File: config.mk
export PLATFORM = sky130hd
export DESIGN_NAME = sram_host_ctrl
export DESIGN_NICKNAME = d
export VERILOG_FILES = /design/src/core/sram_host_pkg.sv /design/src/core/sram_host_timer.sv /design/src/core/sram_host_ctrl.sv
export SDC_FILE = /design/constraint.sdc
export NUM_CORES = 1
export LEC_CHECK = 0
export BUFFER_PORTS_ARGS = -buffer_cell sky130_fd_sc_hd__buf_2
export CORE_MARGIN = 2
export CORE_UTILIZATION = 50
export CTS_CLUSTER_SIZE = 25
export DETAILED_ROUTE_END_ITERATION = 16
export PLACE_DENSITY = 0.85
export SYNTH_ARGS = -nofsm -noshare
export SYNTH_HDL_FRONTEND = slang
export SYNTH_SLANG_ARGS = --single-unit
File: constraint.sdc
create_clock -name mclk -period 2.55 [get_ports mclk]
set_input_delay 0.1275 -clock mclk [delete_from_list [all_inputs] [get_ports mclk]]
set_output_delay 0.1275 -clock mclk [all_outputs]
set_load 0.01 [all_outputs]
File: src/core/sram_host_pkg.sv
// Package: timing constants and state type for the latched-address static RAM host controller
//
// How it works
// - Read: select low, strobe high, data after access
// - Early select: strobe disables device, wait data delay
// - Select inside strobe: device never drives bus
// - Inside-strobe write: data timed to select rise
// - Select and strobe low store bus data
// - Strobe may stay low across consecutive writes
// - Space select falling edges by cycle time
// - Hold select high for deselect width
// - Hold select low for select width
// - Hold strobe low for strobe width
// - Select stays high during data retention; code only holds off new requests, a cycle already taken still selects
// - Wait one deselect width after supply returns
// - Only one bank selected, gap before next
`default_nettype none

package sram_host_pkg;

    ////////////////////////////////////////////////////////////////////////////////
    // Clock and memory timing figures, in nanoseconds
    localparam int CLK_PERIOD_NS = 50;
    localparam int SELECT_ACCESS_TIME_NS = 350;
    localparam int SELECT_MIN_WIDTH_NS = 350;
    localparam int DESELECT_MIN_WIDTH_NS = 150;
    localparam int CYCLE_MIN_TIME_NS = 500;
    localparam int STROBE_MIN_WIDTH_NS = 350;
    localparam int SELECT_DISABLE_TIME_NS = 180;
    localparam int DATA_SETUP_TIME_NS = 170;
    localparam int EARLY_HIZ_TIME_NS = 0;
    localparam int LATE_HIZ_TIME_NS = 0;

    ////////////////////////////////////////////////////////////////////////////////
    // Least times rounded up to whole clock cycles
    localparam int ACCESS_CYC = (SELECT_ACCESS_TIME_NS + CLK_PERIOD_NS - 1) / CLK_PERIOD_NS;
    localparam int SELW_CYC = (SELECT_MIN_WIDTH_NS + CLK_PERIOD_NS - 1) / CLK_PERIOD_NS;
    localparam int STRW_CYC = (STROBE_MIN_WIDTH_NS + CLK_PERIOD_NS - 1) / CLK_PERIOD_NS;
    localparam int SETUP_CYC = (DATA_SETUP_TIME_NS + CLK_PERIOD_NS - 1) / CLK_PERIOD_NS;
    localparam int DESEL_CYC = (DESELECT_MIN_WIDTH_NS + CLK_PERIOD_NS - 1) / CLK_PERIOD_NS;
    localparam int CYC_CYC = (CYCLE_MIN_TIME_NS + CLK_PERIOD_NS - 1) / CLK_PERIOD_NS;
    localparam int TURN_CYC = (SELECT_DISABLE_TIME_NS + CLK_PERIOD_NS - 1) / CLK_PERIOD_NS;

    // Select low phase is the longer of the access time and the select width
    localparam int SEL_CYC = (ACCESS_CYC > SELW_CYC) ? ACCESS_CYC : SELW_CYC;
    // After a read the gap also covers the device driver turn-off
    localparam int GAP_RD_CYC = (TURN_CYC > DESEL_CYC) ? TURN_CYC : DESEL_CYC;

    // Width of the down counters
    localparam int CNT_W = 5;

    ////////////////////////////////////////////////////////////////////////////////
    // Controller states
    typedef enum logic [2:0] {
        ST_POWER,
        ST_IDLE,
        ST_ADDR,
        ST_SEL,
        ST_RISE,
        ST_GAP
    } state_t;

endpackage

`default_nettype wire

File: src/core/sram_host_timer.sv
// Down counter that reports when a loaded interval has run out
`timescale 1ns/100ps
`default_nettype none

module sram_host_timer #(
    parameter int W = 5
) (
    // Clock and reset
    input wire logic mclk,
    input wire logic reset_n,
    // Control
    input wire logic load,
    input wire logic [W-1:0] value,
    // Status
    output logic done
);

    logic [W-1:0] count_q;
    logic [W-1:0] count_d;

    ////////////////////////////////////////////////////////////////////////////////
    // Load wins over the decrement; the count rests at zero
    assign count_d = load ? value : ((count_q != '0) ? count_q - W'(1) : count_q);
    assign done = (count_q == '0);

    // Count register
    always_ff @(posedge mclk or negedge reset_n)
    begin
        if (!reset_n)
            count_q <= '0;
        else
            count_q <= count_d;
    end

endmodule

`default_nettype wire

File: src/core/sram_host_ctrl.sv
// Host controller that runs read and write cycles on a latched-address static RAM
`timescale 1ns/100ps
`default_nettype none

module sram_host_ctrl #(
    parameter int ADDR_W = 13,
    parameter int DATA_W = 4,
    parameter int BANKS = 2,
    parameter int BANK_W = (BANKS > 1) ? $clog2(BANKS) : 1
) (
    // Clock and reset
    input wire logic mclk,
    input wire logic reset_n,
    // Supply and retention status
    input wire logic supply_ok,
    input wire logic retain,
    // Request from the user
    input wire logic req_valid,
    input wire logic req_write,
    input wire logic [BANK_W-1:0] req_bank,
    input wire logic [ADDR_W-1:0] req_addr,
    input wire logic [DATA_W-1:0] req_wdata,
    output logic req_ready,
    // Answers to the user
    output logic rd_valid,
    output logic [DATA_W-1:0] rd_data,
    output logic wr_done,
    // Memory pins
    output logic [BANKS-1:0] mem_ce_n,
    output logic mem_we_n,
    output logic [ADDR_W-1:0] mem_addr,
    output logic [DATA_W-1:0] mem_dq_out,
    output logic mem_dq_oe_n,
    input wire logic [DATA_W-1:0] mem_dq_in
);

    import sram_host_pkg::*;

    state_t state_q;
    state_t state_d;
    logic wr_q;
    logic [BANK_W-1:0] bank_q;
    logic [ADDR_W-1:0] addr_q;
    logic [DATA_W-1:0] wdata_q;
    logic [DATA_W-1:0] rdata_q;
    logic rd_valid_q;
    logic wr_done_q;
    logic [BANKS-1:0] ce_n_q;
    logic we_n_q;
    logic oe_n_q;
    logic ph_load;
    logic [CNT_W-1:0] ph_val;
    logic ph_done;
    logic cyc_load;
    logic cyc_done;
    logic req_fire;
    logic sel_phase_end;
    logic sel_on_d;
    logic wr_phase_d;
    logic stream_wr;
    logic we_low_d;
    logic oe_low_d;
    logic boot_q;
    logic wr_next;

    ////////////////////////////////////////////////////////////////////////////////
    // Timers: one for the phase in hand, one for the spacing of select falls
    sram_host_timer #(
        .W(CNT_W)
    ) u_phase (
        .mclk(mclk),
        .reset_n(reset_n),
        .load(ph_load),
        .value(ph_val),
        .done(ph_done)
    );

    sram_host_timer #(
        .W(CNT_W)
    ) u_cycle (
        .mclk(mclk),
        .reset_n(reset_n),
        .load(cyc_load),
        .value(CNT_W'(CYC_CYC - 1)),
        .done(cyc_done)
    );

    ////////////////////////////////////////////////////////////////////////////////
    // Request acceptance; no new cycle while retaining or without supply
    assign req_ready = (state_q == ST_IDLE) && supply_ok && !retain && cyc_done;
    assign req_fire = req_ready && req_valid;
    assign sel_phase_end = (state_q == ST_SEL) && ph_done;

    // Next state and timer loads
    always_comb
    begin
        state_d = state_q;
        ph_load = 1'b0;
        ph_val = '0;
        cyc_load = 1'b0;
        unique case (state_q)
            ST_POWER:
            begin
                // Hold off for one deselect width once the supply is good, after reset as well
                if (!supply_ok || boot_q)
                begin
                    ph_load = 1'b1;
                    ph_val = CNT_W'(DESEL_CYC - 1);
                end
                else if (ph_done)
                    state_d = ST_IDLE;
            end
            ST_IDLE:
            begin
                if (!supply_ok)
                begin
                    state_d = ST_POWER;
                    ph_load = 1'b1;
                    ph_val = CNT_W'(DESEL_CYC - 1);
                end
                else if (req_fire)
                    state_d = ST_ADDR;
            end
            ST_ADDR:
            begin
                // Address set up one cycle ahead; select falls on the next edge
                state_d = ST_SEL;
                ph_load = 1'b1;
                ph_val = CNT_W'(SEL_CYC - 1);
                cyc_load = 1'b1;
            end
            ST_SEL:
            begin
                if (ph_done)
                    state_d = ST_RISE;
            end
            ST_RISE:
            begin
                // A read leaves time for the device drivers to switch off
                state_d = ST_GAP;
                ph_load = 1'b1;
                ph_val = wr_q ? CNT_W'(DESEL_CYC - 1) : CNT_W'(GAP_RD_CYC - 1);
            end
            ST_GAP:
            begin
                if (ph_done)
                    state_d = ST_IDLE;
            end
        endcase
    end

    ////////////////////////////////////////////////////////////////////////////////
    // Pin levels for the coming cycle
    // Writes keep the select inside the strobe so the device never drives the bus
    assign sel_on_d = (state_d == ST_SEL);
    // The request being taken counts already, so the strobe leads the select by a cycle
    assign wr_next = req_fire ? req_write : wr_q;
    assign wr_phase_d = wr_next && ((state_d == ST_ADDR) || (state_d == ST_SEL) || (state_d == ST_RISE));
    // A following write lets the strobe stay low between selects
    assign stream_wr = wr_q && req_valid && req_write && !retain && supply_ok
        && ((state_d == ST_GAP) || (state_d == ST_IDLE));
    assign we_low_d = wr_phase_d || stream_wr;
    assign oe_low_d = wr_phase_d;

    ////////////////////////////////////////////////////////////////////////////////
    // State and request latches
    always_ff @(posedge mclk or negedge reset_n)
    begin
        if (!reset_n)
        begin
            state_q <= ST_POWER;
            boot_q <= 1'b1;
        end
        else
        begin
            state_q <= state_d;
            boot_q <= 1'b0;
        end
    end

    always_ff @(posedge mclk or negedge reset_n)
    begin
        if (!reset_n)
        begin
            wr_q <= 1'b0;
            bank_q <= '0;
            addr_q <= '0;
            wdata_q <= '0;
        end
        else if (req_fire)
        begin
            wr_q <= req_write;
            bank_q <= req_bank;
            addr_q <= req_addr;
            wdata_q <= req_wdata;
        end
    end

    ////////////////////////////////////////////////////////////////////////////////
    // One select line per bank; at most one is low at any time
    genvar b;
    generate
        for (b = 0; b < BANKS; b++)
        begin : g_sel
            always_ff @(posedge mclk or negedge reset_n)
            begin
                if (!reset_n)
                    ce_n_q[b] <= 1'b1;
                else
                    ce_n_q[b] <= !(sel_on_d && (bank_q == BANK_W'(b)));
            end
        end
    endgenerate

    // Strobe and data drive registers
    always_ff @(posedge mclk or negedge reset_n)
    begin
        if (!reset_n)
        begin
            we_n_q <= 1'b1;
            oe_n_q <= 1'b1;
        end
        else
        begin
            we_n_q <= !we_low_d;
            oe_n_q <= !oe_low_d;
        end
    end

    ////////////////////////////////////////////////////////////////////////////////
    // Read capture at the access time; select is still low on this edge
    always_ff @(posedge mclk or negedge reset_n)
    begin
        if (!reset_n)
        begin
            rdata_q <= '0;
            rd_valid_q <= 1'b0;
            wr_done_q <= 1'b0;
        end
        else
        begin
            if (sel_phase_end && !wr_q)
                rdata_q <= mem_dq_in;
            rd_valid_q <= sel_phase_end && !wr_q;
            wr_done_q <= sel_phase_end && wr_q;
        end
    end

    ////////////////////////////////////////////////////////////////////////////////
    // Port drives, all from flip-flops
    assign mem_ce_n = ce_n_q;
    assign mem_we_n = we_n_q;
    assign mem_addr = addr_q;
    assign mem_dq_out = wdata_q;
    assign mem_dq_oe_n = oe_n_q;
    assign rd_data = rdata_q;
    assign rd_valid = rd_valid_q;
    assign wr_done = wr_done_q;

endmodule

`default_nettype wire

# After elaboration in Yosys (flattened, before gate mapping)

Index checks and enable logic that the tools add are counted.

Input bits: 28
Logic and storage cells: 82
Output and inout port bits: 28
Register bits after elaboration: 43

Add/sub/neg operators: 2
Mux-type cells: 19
Eq/ne operators: 10
Reductions and logical operators: 35
Bitwise operators: 1

Operators by type and width:

| cell                                                                  | count |
|---|---|
| 5-bit 2-to-1 mux                                                      | 4 |
| 3-bit case mux with 6 select lines                                    | 1 |
| 1-bit logical AND                                                     | 15 |
| 3-bit 2-to-1 mux                                                      | 5 |
| 3-bit by 2-bit equality test with 1-bit output, second input constant | 4 |
| 3-bit equality test, second input constant                            | 4 |
| 3-bit case mux with 4 select lines                                    | 1 |
| 5-bit zero test                                                       | 2 |
| 5-bit nonzero test                                                    | 2 |
| 5-bit by 1-bit subtractor with 5-bit output, second input constant    | 2 |
| 1-bit zero test                                                       | 7 |
| 3-bit by 1-bit equality test with 1-bit output, second input constant | 2 |
| 1-bit logical OR                                                      | 5 |
| 1-bit 2-to-1 mux                                                      | 5 |
| 2-bit 2-to-1 mux                                                      | 2 |
| 2-bit nonzero test                                                    | 2 |
| 3-bit zero test                                                       | 1 |
| 1-bit case mux with 3 select lines                                    | 1 |
| 2-bit OR reduction                                                    | 1 |
| 1-bit inverter                                                        | 1 |

# Logic depth before layout (Yosys ltp)

Gate-level depths: netlist of run 1.

Word-level depth: 14
Mapped depth: 7
Mapped depth without buffers: 6

# Cells and area by module

From an unflattened synthesis of run 1, not the netlist that was laid out.

Cells, all modules: 173
Area, all modules: 2125.8 um^2

Modules (own cells, without submodules):

| module          | instances | sequential area each (um^2) | cells each | area an instance (um^2) |
|---|---|---|---|---|
| sram_host_ctrl  | 1         | 832.0                       | 119        | 1567.8 |
| sram_host_timer | 2         | 125.1                       | 27         | 279.0 |

# Worst setup path after synthesis of run 1

OpenSTA, ideal clock, no wires.

Kind: reg2reg
From: reg u_cycle.count_q[0]
To: reg bank_q
Path slack: 508 ps
Data arrival time: 1917 ps
Period minus slack after synthesis: 2042 ps
Required time: 2425 ps
Library setup time: 125 ps
Cell stages (with the launch flop): 8
Buffers on the path: 1
Cell sequence: dfrtp_1 -> inv_1 -> ha_1 -> or4b_4 -> nor4_4 -> nand2_2 -> buf_6 -> mux2_4

Word-level cells in the longest chain between the ends: 3

RTL lines:

| what                   | RTL line              | text |
|---|---|---|
| from (decl)            | sram_host_timer.sv:18 | `logic [W-1:0] count_q;` |
| from (signal assigned) | sram_host_timer.sv:32 | `count_q <= count_d;` |
| 5-bit zero test        | sram_host_timer.sv:24 | `assign done = (count_q == '0);` |
| 1-bit logical AND      | sram_host_ctrl.sv:90  | `assign req_ready = (state_q == ST_IDLE) && supply_ok && !retain && cyc_done;` |
| 1-bit logical AND      | sram_host_ctrl.sv:91  | `assign req_fire = req_ready && req_valid;` |
| to (signal assigned)   | sram_host_ctrl.sv:193 | `bank_q <= req_bank;` |
| to (decl)              | sram_host_ctrl.sv:42  | `logic [BANK_W-1:0] bank_q;` |

Every way passes these cells.
A chain may end at the register's enable or synchronous reset.

# Worst setup path in the final report of run 1

From: reg u_cycle.count_q[0]
To: out req_ready

Word-level cells in the longest chain between the ends: 2

RTL lines:

| what              | RTL line              | text |
|---|---|---|
| 5-bit zero test   | sram_host_timer.sv:24 |  |
| 1-bit logical AND | sram_host_ctrl.sv:90  |  |
| to (decl)         | sram_host_ctrl.sv:23  | `output logic req_ready,` |

Every way passes these cells.

==> results of run 1 <==
sequential cells by signal, indices dropped and copies added (netlist names):
name and count:
rd_data 4, u_phase.count_q 5, wr_done 1, wr_q 1
mem_we_n 1, boot_q 1, state_q 3, mem_dq_oe_n 1
rd_valid 1, bank_q 1, mem_ce_n 2, u_cycle.count_q 5
mem_dq_out 4, mem_addr 13
how the worst max path moves through the flow:
stage                        from          end  cells past startpoint  slack [ps]
3_5_place_dp   u_cycle.count_q[0]       bank_q                      7         340
4_1_cts        u_cycle.count_q[0]    req_ready                      6         310
2_1_floorplan  u_cycle.count_q[0]       bank_q                      7         510
6_report       u_cycle.count_q[0]    req_ready                      6         320
3_3_place_gp   u_cycle.count_q[0]  mem_addr[7]                      7         420
5_1_grt        u_cycle.count_q[0]    req_ready                      6         190
cell type report:
cell class	instances	area [µm²]	area share, %
Timing Repair Buffer	59	307.8	12.56
Multi-Input combinational cell	101	857.1	34.97
Inverter	7	26.28	1.072
Sequential cell	43	1082	44.16
Clock buffer	6	82.58	3.369
Clock inverter	2	35.03	1.429
Tap cell	48	60.06	2.450
through the flow:
step	total power, mW	utilization, %
finish	2.727	65.47
floorplan	1.839	-
CTS	2.748	65.47
detailed placement	2.186	62.07
global route	2.916	65.47
global placement	2.136	62.07
logic make-up after synthesis:
family | Yosys count | share of synthesized area (%)
buffers and inverters | 11 | 2.822
AO/OA/AOI/OAI | 22 | 7.336
multiplexers | 23 | 16.55
flip-flops | 43 | 54.23
other | 1 | 0.1879
AND/OR/NAND/NOR | 47 | 14.61
adder cells (fa/ha/maj) | 4 | 2.508
XOR/XNOR | 4 | 1.756
cell usage in the layout (no fill, tap or decap), types with 2 or more instances in the layout:
cell type,n
a211o_1,2
a21oi_1,9
a31oi_1,2
buf_2,55
buf_4,3
clkbuf_8,6
dfrtp_1,38
dfstp_2,5
ha_1,4
inv_1,7
mux2_2,4
mux2_4,19
nand2_1,7
nand2b_1,3
nand3_1,2
nor2_1,8
nor2b_1,6
nor3_1,6
or3_1,2
xnor2_1,3
routing by layer:
metal / vias to the layer above / routed length [µm]
li1: 668 / -
met1: 683 / 1678
met2: 53 / 1882
met3: 7 / 260
met4: 0 / 85
met5: - / 0
report_power, final:
part,internal (mW),switching [mW]
registers,0.944,0.226
clock network,0.317,0.230
logic,0.535,0.476
Yosys cell counts, types with 3 or more instances:
| cell type | number | share of area (%) |
|---|---|---|
| ha_1 | 4 | 2.5 |
| xnor2_1 | 3 | 1.3 |
| nand2_1 | 7 | 1.3 |
| mux2_2 | 4 | 2.3 |
| nand2b_1 | 3 | 0.94 |
| nor2b_1 | 6 | 1.9 |
| mux2_4 | 19 | 14 |
| dfstp_2 | 5 | 6.6 |
| inv_1 | 7 | 1.3 |
| nor3_1 | 6 | 1.5 |
| a21oi_1 | 9 | 2.3 |
| nor2_1 | 8 | 1.5 |
| dfrtp_1 | 38 | 48 |
worst max-delay path: cells and delay by family (launching register included):
family / cells / cell delay (ps)
buf+inv: 2 / 250
fa+ha+maj: 1 / 210
simple gates: 3 / 950
flops: 1 / 380
repair_timing:
item	CTS	global route
gates resized for setup	0	0
buffers inserted	0	0
hold buffers	1	0
setup endpoints to repair	0	0
hold endpoints to repair	38	0
==> results.txt, run 1 <==
Final setup fails: 0
Number of global-route vias before repair: 1382
Pins Over Slew Limit: 0
Setup ws final: 323.1 ps
Gr busiest metal: met2
Hold path depth: 2
Hold endpoint: mem_addr[8]
Clk Latency, worst-skew pair: 300 ps
Std cell rows: 22
CP arrival: 2100 ps
Synth Register Bits: 43
Largest net degree at the start of global routing: 44
Final hold viol count: 0
Mapped Cells: 155
H-Tree Depth: 2
Final ANT Viol Nets: 0
Share of post-route cells with drive strength above 1: 46.33%
Area Growth Syn to Fin: 22.82%
Final GP Congestion: 0.7633
Rel. slew slack: 39.29%
Tightest Pin Transition: 910.7 ps
Clock skew: 7.497 ps
Total Wirelength: 3906 µm
Crit path largest cell delay: 510 ps
Die area: 4512 µm²
Via Count: 1411
Period minus WS final: 2227 ps
CTS Sinks: 43
1st-iter DRT viols: 59
Seq/Total Area, Yosys: 54.23%
Reg-to-reg setup timing slack: 330 ps
Critical path required time: 2420 ps
Floorplan die width: 67.18 µm
Initial antenna violation count: 0
Worst Setup End Kind: output port
Critical Path Start Type: register
DP Worst Slack: 338.6 ps
Non-Filler Instances: 266
Reg-to-reg startpoint: u_cycle.count_q[0]
Fin area: 2451 µm²
Dpl cells: 257
Clock Tree Buf Depth: 2
Met3 GRT Util: 5.500%
Worst path cell trace: inv_1 > ha_1 > or4b_4 > nor4_4 > nor2b_1 > buf_2
Outcome: finished, final reports clean
Number of port buffers: 55
LEAKAGE: 1.293 nW
Cell Area, Synth: 1996 µm²
Top Ports: 56
Main synth FF type: dfrtp_1
Worst Hold Class: input port to register
DRC viols: 0
CTS tree: done
Hold_ws: 52.77 ps
Post-synth EDFFs: 0
R2r endpoint: bank_q
RSZ-0062 raised after global routing: false
Total gr overflow: 0
Post-route setup TNS: 0 ps
Clk root buf: clkbuf_8
Netlist cell types: 43
First-pass GRT wire length: 6354 µm
Avg Synthesized Cell Area: 12.88 µm²
Worst Reg-to-Reg Cells: 7
Initial Utilization: 53.31%
Synth warn: 0
Peak VDD IR: 0.6676 mV
Power per cell area: 1113 nW/µm²
Post-DP Area: 2323 µm²
Max-Cap Viols: 0
Die H: 67.18 µm
First-pass iteration count of the detailed router: 4
ANT cells: 0
Crit path max fanout: 4
Synth Net Count: 187
Net count, final: 249
Fillers: 327
Global-route track usage on met1: 25.33%
Clk slew on worst S/H paths: 80 ps
Maximum clock rate: 449.1 MHz
Num CTS Buffers: 5
WL/cell: 14.68 µm
GR Util met2: 30.32%
Tot GR Track Use: 19.52%
Worst hold start: req_addr[8]
WS Path Type: register to output port
Core area: 3744 µm²
Ys async rst share: 100.0%
DP HPWL: 2864 µm
Crit path max-delay cell type: or4b_4
Final period utilization: 87.33%
Vias/cell: 5.305
Power figures use the tool's default switching activity.
==> run 2, diff against run 1 <==
--- a/config.mk
+++ b/config.mk
@@ -10,7 +10,7 @@
 export CORE_UTILIZATION = 50
 export CTS_CLUSTER_SIZE = 25
 export DETAILED_ROUTE_END_ITERATION = 16
-export PLACE_DENSITY = 0.85
+export PLACE_DENSITY = 0.77
 export SYNTH_ARGS = -nofsm -noshare
 export SYNTH_HDL_FRONTEND = slang
 export SYNTH_SLANG_ARGS = --single-unit
==> run 2 against run 1 <==
Final cell count unchanged. Combinational power about the same. Total power rose by 1.4%. Final area increased by 0.61%. Sequential share of layout area is 0.27 points lower. Fmax decreased by 0.81%. Via count shrank 3.3%. Clock skew shrank 4.5 ps. Non-clock buffer count did not move. First-iteration DRC count is 86% higher. Hold slack better by 4.6 ps. Critical path type unchanged. Critical endpoint unchanged.
==> results.txt, run 2 (same netlist as run 1, synthesis figures left out) <==
Outcome: finished, final reports clean
Buf+Inv Stages, Crit Path: 2 (unchanged)
Core area: 3744 µm² (unchanged)
Via Count: 1364 (-3.3%)
DRC viols: 0 (unchanged)
Crit path largest cell delay: 510 ps (about the same)
Reg-to-reg setup timing slack: 320 ps (about the same)
CP top delay family: simple AND/OR/NAND/NOR gates
Total Wirelength: 3616 µm (-7.4%)
First-pass iteration count of the detailed router: 4 (unchanged)
WS Path Type: register to output port
Die H: 67.18 µm (unchanged)
Clk pwr share: 22.1% (+2.1 points)
Clock skew: 2.959 ps (-4.537 ps)
Worst path cell trace: inv_1 > ha_1 > or4b_4 > nor4_4 > nor2b_1 > buf_2
Net load switching power: 0.8989 mW (-3.5%)
Total gr overflow: 0 (unchanged)
Vias/cell: 5.128 (-3.3%)
Pins Over Slew Limit: 0 (unchanged)
RSZ-0062 raised after global routing: false
Worst Setup End Kind: output port
Clk slew on worst S/H paths: 80 ps (about the same)
Final GP Congestion: 0.7402 (-3.0%)
Worst Hold Class: input port to register
Comb pwr share: 36.0% (-1.1 points)
1st-iter DRT viols: 110 (+86%)
Non-Filler Instances: 266 (unchanged)
Initial antenna violation count: 0 (unchanged)
Final period utilization: 88.04% (+0.71 points)
CTS tree: done
DP HPWL: 2673 µm (-6.7%)
Top Ports: 56 (unchanged)
WL/cell: 13.59 µm (-7.4%)
Crit path max-delay cell type: or4b_4
Number of port buffers: 55 (unchanged)
Largest register FFs: 13 (unchanged)
Initial Utilization: 53.31% (unchanged)
Switching part of the total: 32.50% (-1.7 points)
Final hold viol count: 0 (unchanged)
ANT cells: 0 (unchanged)
Rel. slew slack: 38.69% (-0.59 points)
Final setup fails: 0 (unchanged)
Std cell rows: 22 (unchanged)
Final ANT Viol Nets: 0 (unchanged)
Crit path max fanout: 4 (unchanged)
Period minus WS final: 2245 ps (+18.19 ps)
Clock Tree Buf Depth: 2 (unchanged)
Net count, final: 249 (unchanged)
Largest net degree at the start of global routing: 44 (unchanged)
DP Worst Slack: 340.2 ps (+1.643 ps)
Floorplan die width: 67.18 µm (unchanged)
H-Tree Depth: 2 (unchanged)
Power per cell area: 1122 nW/µm² (+0.80%)
Maximum clock rate: 445.4 MHz (-0.81%)
Power Internal: 1.867 mW (+4.0%)
Share of post-route cells with drive strength above 1: 45.87% (-0.46 points)
CTS Sinks: 43 (unchanged)
Total Power: 2.766 mW (+1.4%)
Critical Path Start Type: register
CP arrival: 2120 ps (+20 ps)
Most frequent cells in the layout: buf_2 (55), dfrtp_1 (38), mux2_4 (19)
Max-Cap Viols: 0 (unchanged)
Tot GR Track Use: 18.68% (-0.84 points)
LEAKAGE: 1.297 nW (+0.33%)
Num CTS Buffers: 5 (unchanged)
Setup ws final: 304.9 ps (-18.19 ps)
Area Growth Syn to Fin: 23.57%
Critical path required time: 2420 ps (about the same)
Die area: 4512 µm² (unchanged)
Seq pwr share: 41.9% (-1.0 points)
Tightest Pin Transition: 919.6 ps (+8.912 ps)
Clk Latency, worst-skew pair: 290 ps (about the same)
Post-route setup TNS: 0 ps (unchanged)
Commonest non-fill, non-tap cell in the layout: buf_2
Peak VDD IR: 0.7149 mV (+7.1%)
Number of global-route vias before repair: 1390 (+0.58%)
Clk root buf: clkbuf_8
First-pass GRT wire length: 6161 µm (-3.0%)
Dpl cells: 257 (unchanged)
[run 2: changes by cell type in the layout (fill, tap and decap cells not counted), sizes merged]
cell | before | now
bufinv | 1 | 2
clkinv | 1 | 0
[run 2: power by group through the flow]
stage	Sequential (mW)	Clock, mW	Combinational [mW]
2_1_floorplan	1.18	0	0.657
3_3_place_gp	1.16	0	0.982
3_5_place_dp	1.16	0	1.00
4_1_cts	1.16	0.626	1.01
5_1_grt	1.20	0.663	1.12
6_report	1.16	0.612	0.996
[run 2: per-stage QoR]
stage                     cell area (µm²)  utilization (%)  hold WS (ps)
final                                2466            65.88         57.39
after global routing                 2466            65.88         39.71
after CTS                            2466            65.88         50.71
after detailed placement             2323            62.07         314.1
after global placement               2323            62.07         303.1
after floorplan                      1996                -        -168.1
[run 2: what timing repair did]
item                                   in CTS  in global routing
endpoints found under the hold margin      11                  0
gates resized for setup                     0                  0
setup buffers                               0                  0
hold buffers                                1                  0
[run 2: final cells by class]
cell class / count / area [µm²]
Multi-Input combinational cell: 101 / 857.1
Tap cell: 48 / 60.06
Timing Repair Buffer: 59 / 307.8
Clock buffer: 6 / 72.57
Clock inverter: 2 / 60.06
Inverter: 7 / 26.28
Sequential cell: 43 / 1082
Fill cell: 308 / 1277
[run 2: worst paths after layout]
path                                    startpoint            endpoint  depth (start not counted)
worst max-delay path            u_cycle.count_q[0]           req_ready                          6
worst min-delay path                   req_addr[4]         mem_addr[4]                          2
worst max register to register  u_cycle.count_q[0]         mem_addr[6]                          7
worst min register to register              bank_q         mem_ce_n[1]                          1
max in group asynchronous                  reset_n         mem_addr[9]                          2
min in group asynchronous                  reset_n  u_phase.count_q[4]                          2
[run 2: metal layers]
metal | GRT usage, % | vias to the layer above | share of wire [%]
met4 | 6.378 | 0 | 1.3
met1 | 24.59 | 646 | 46
met2 | 28.34 | 44 | 46
met3 | 7.167 | 7 | 6.6
met5 | 0 | - | 0
li1 | - | 667 | -
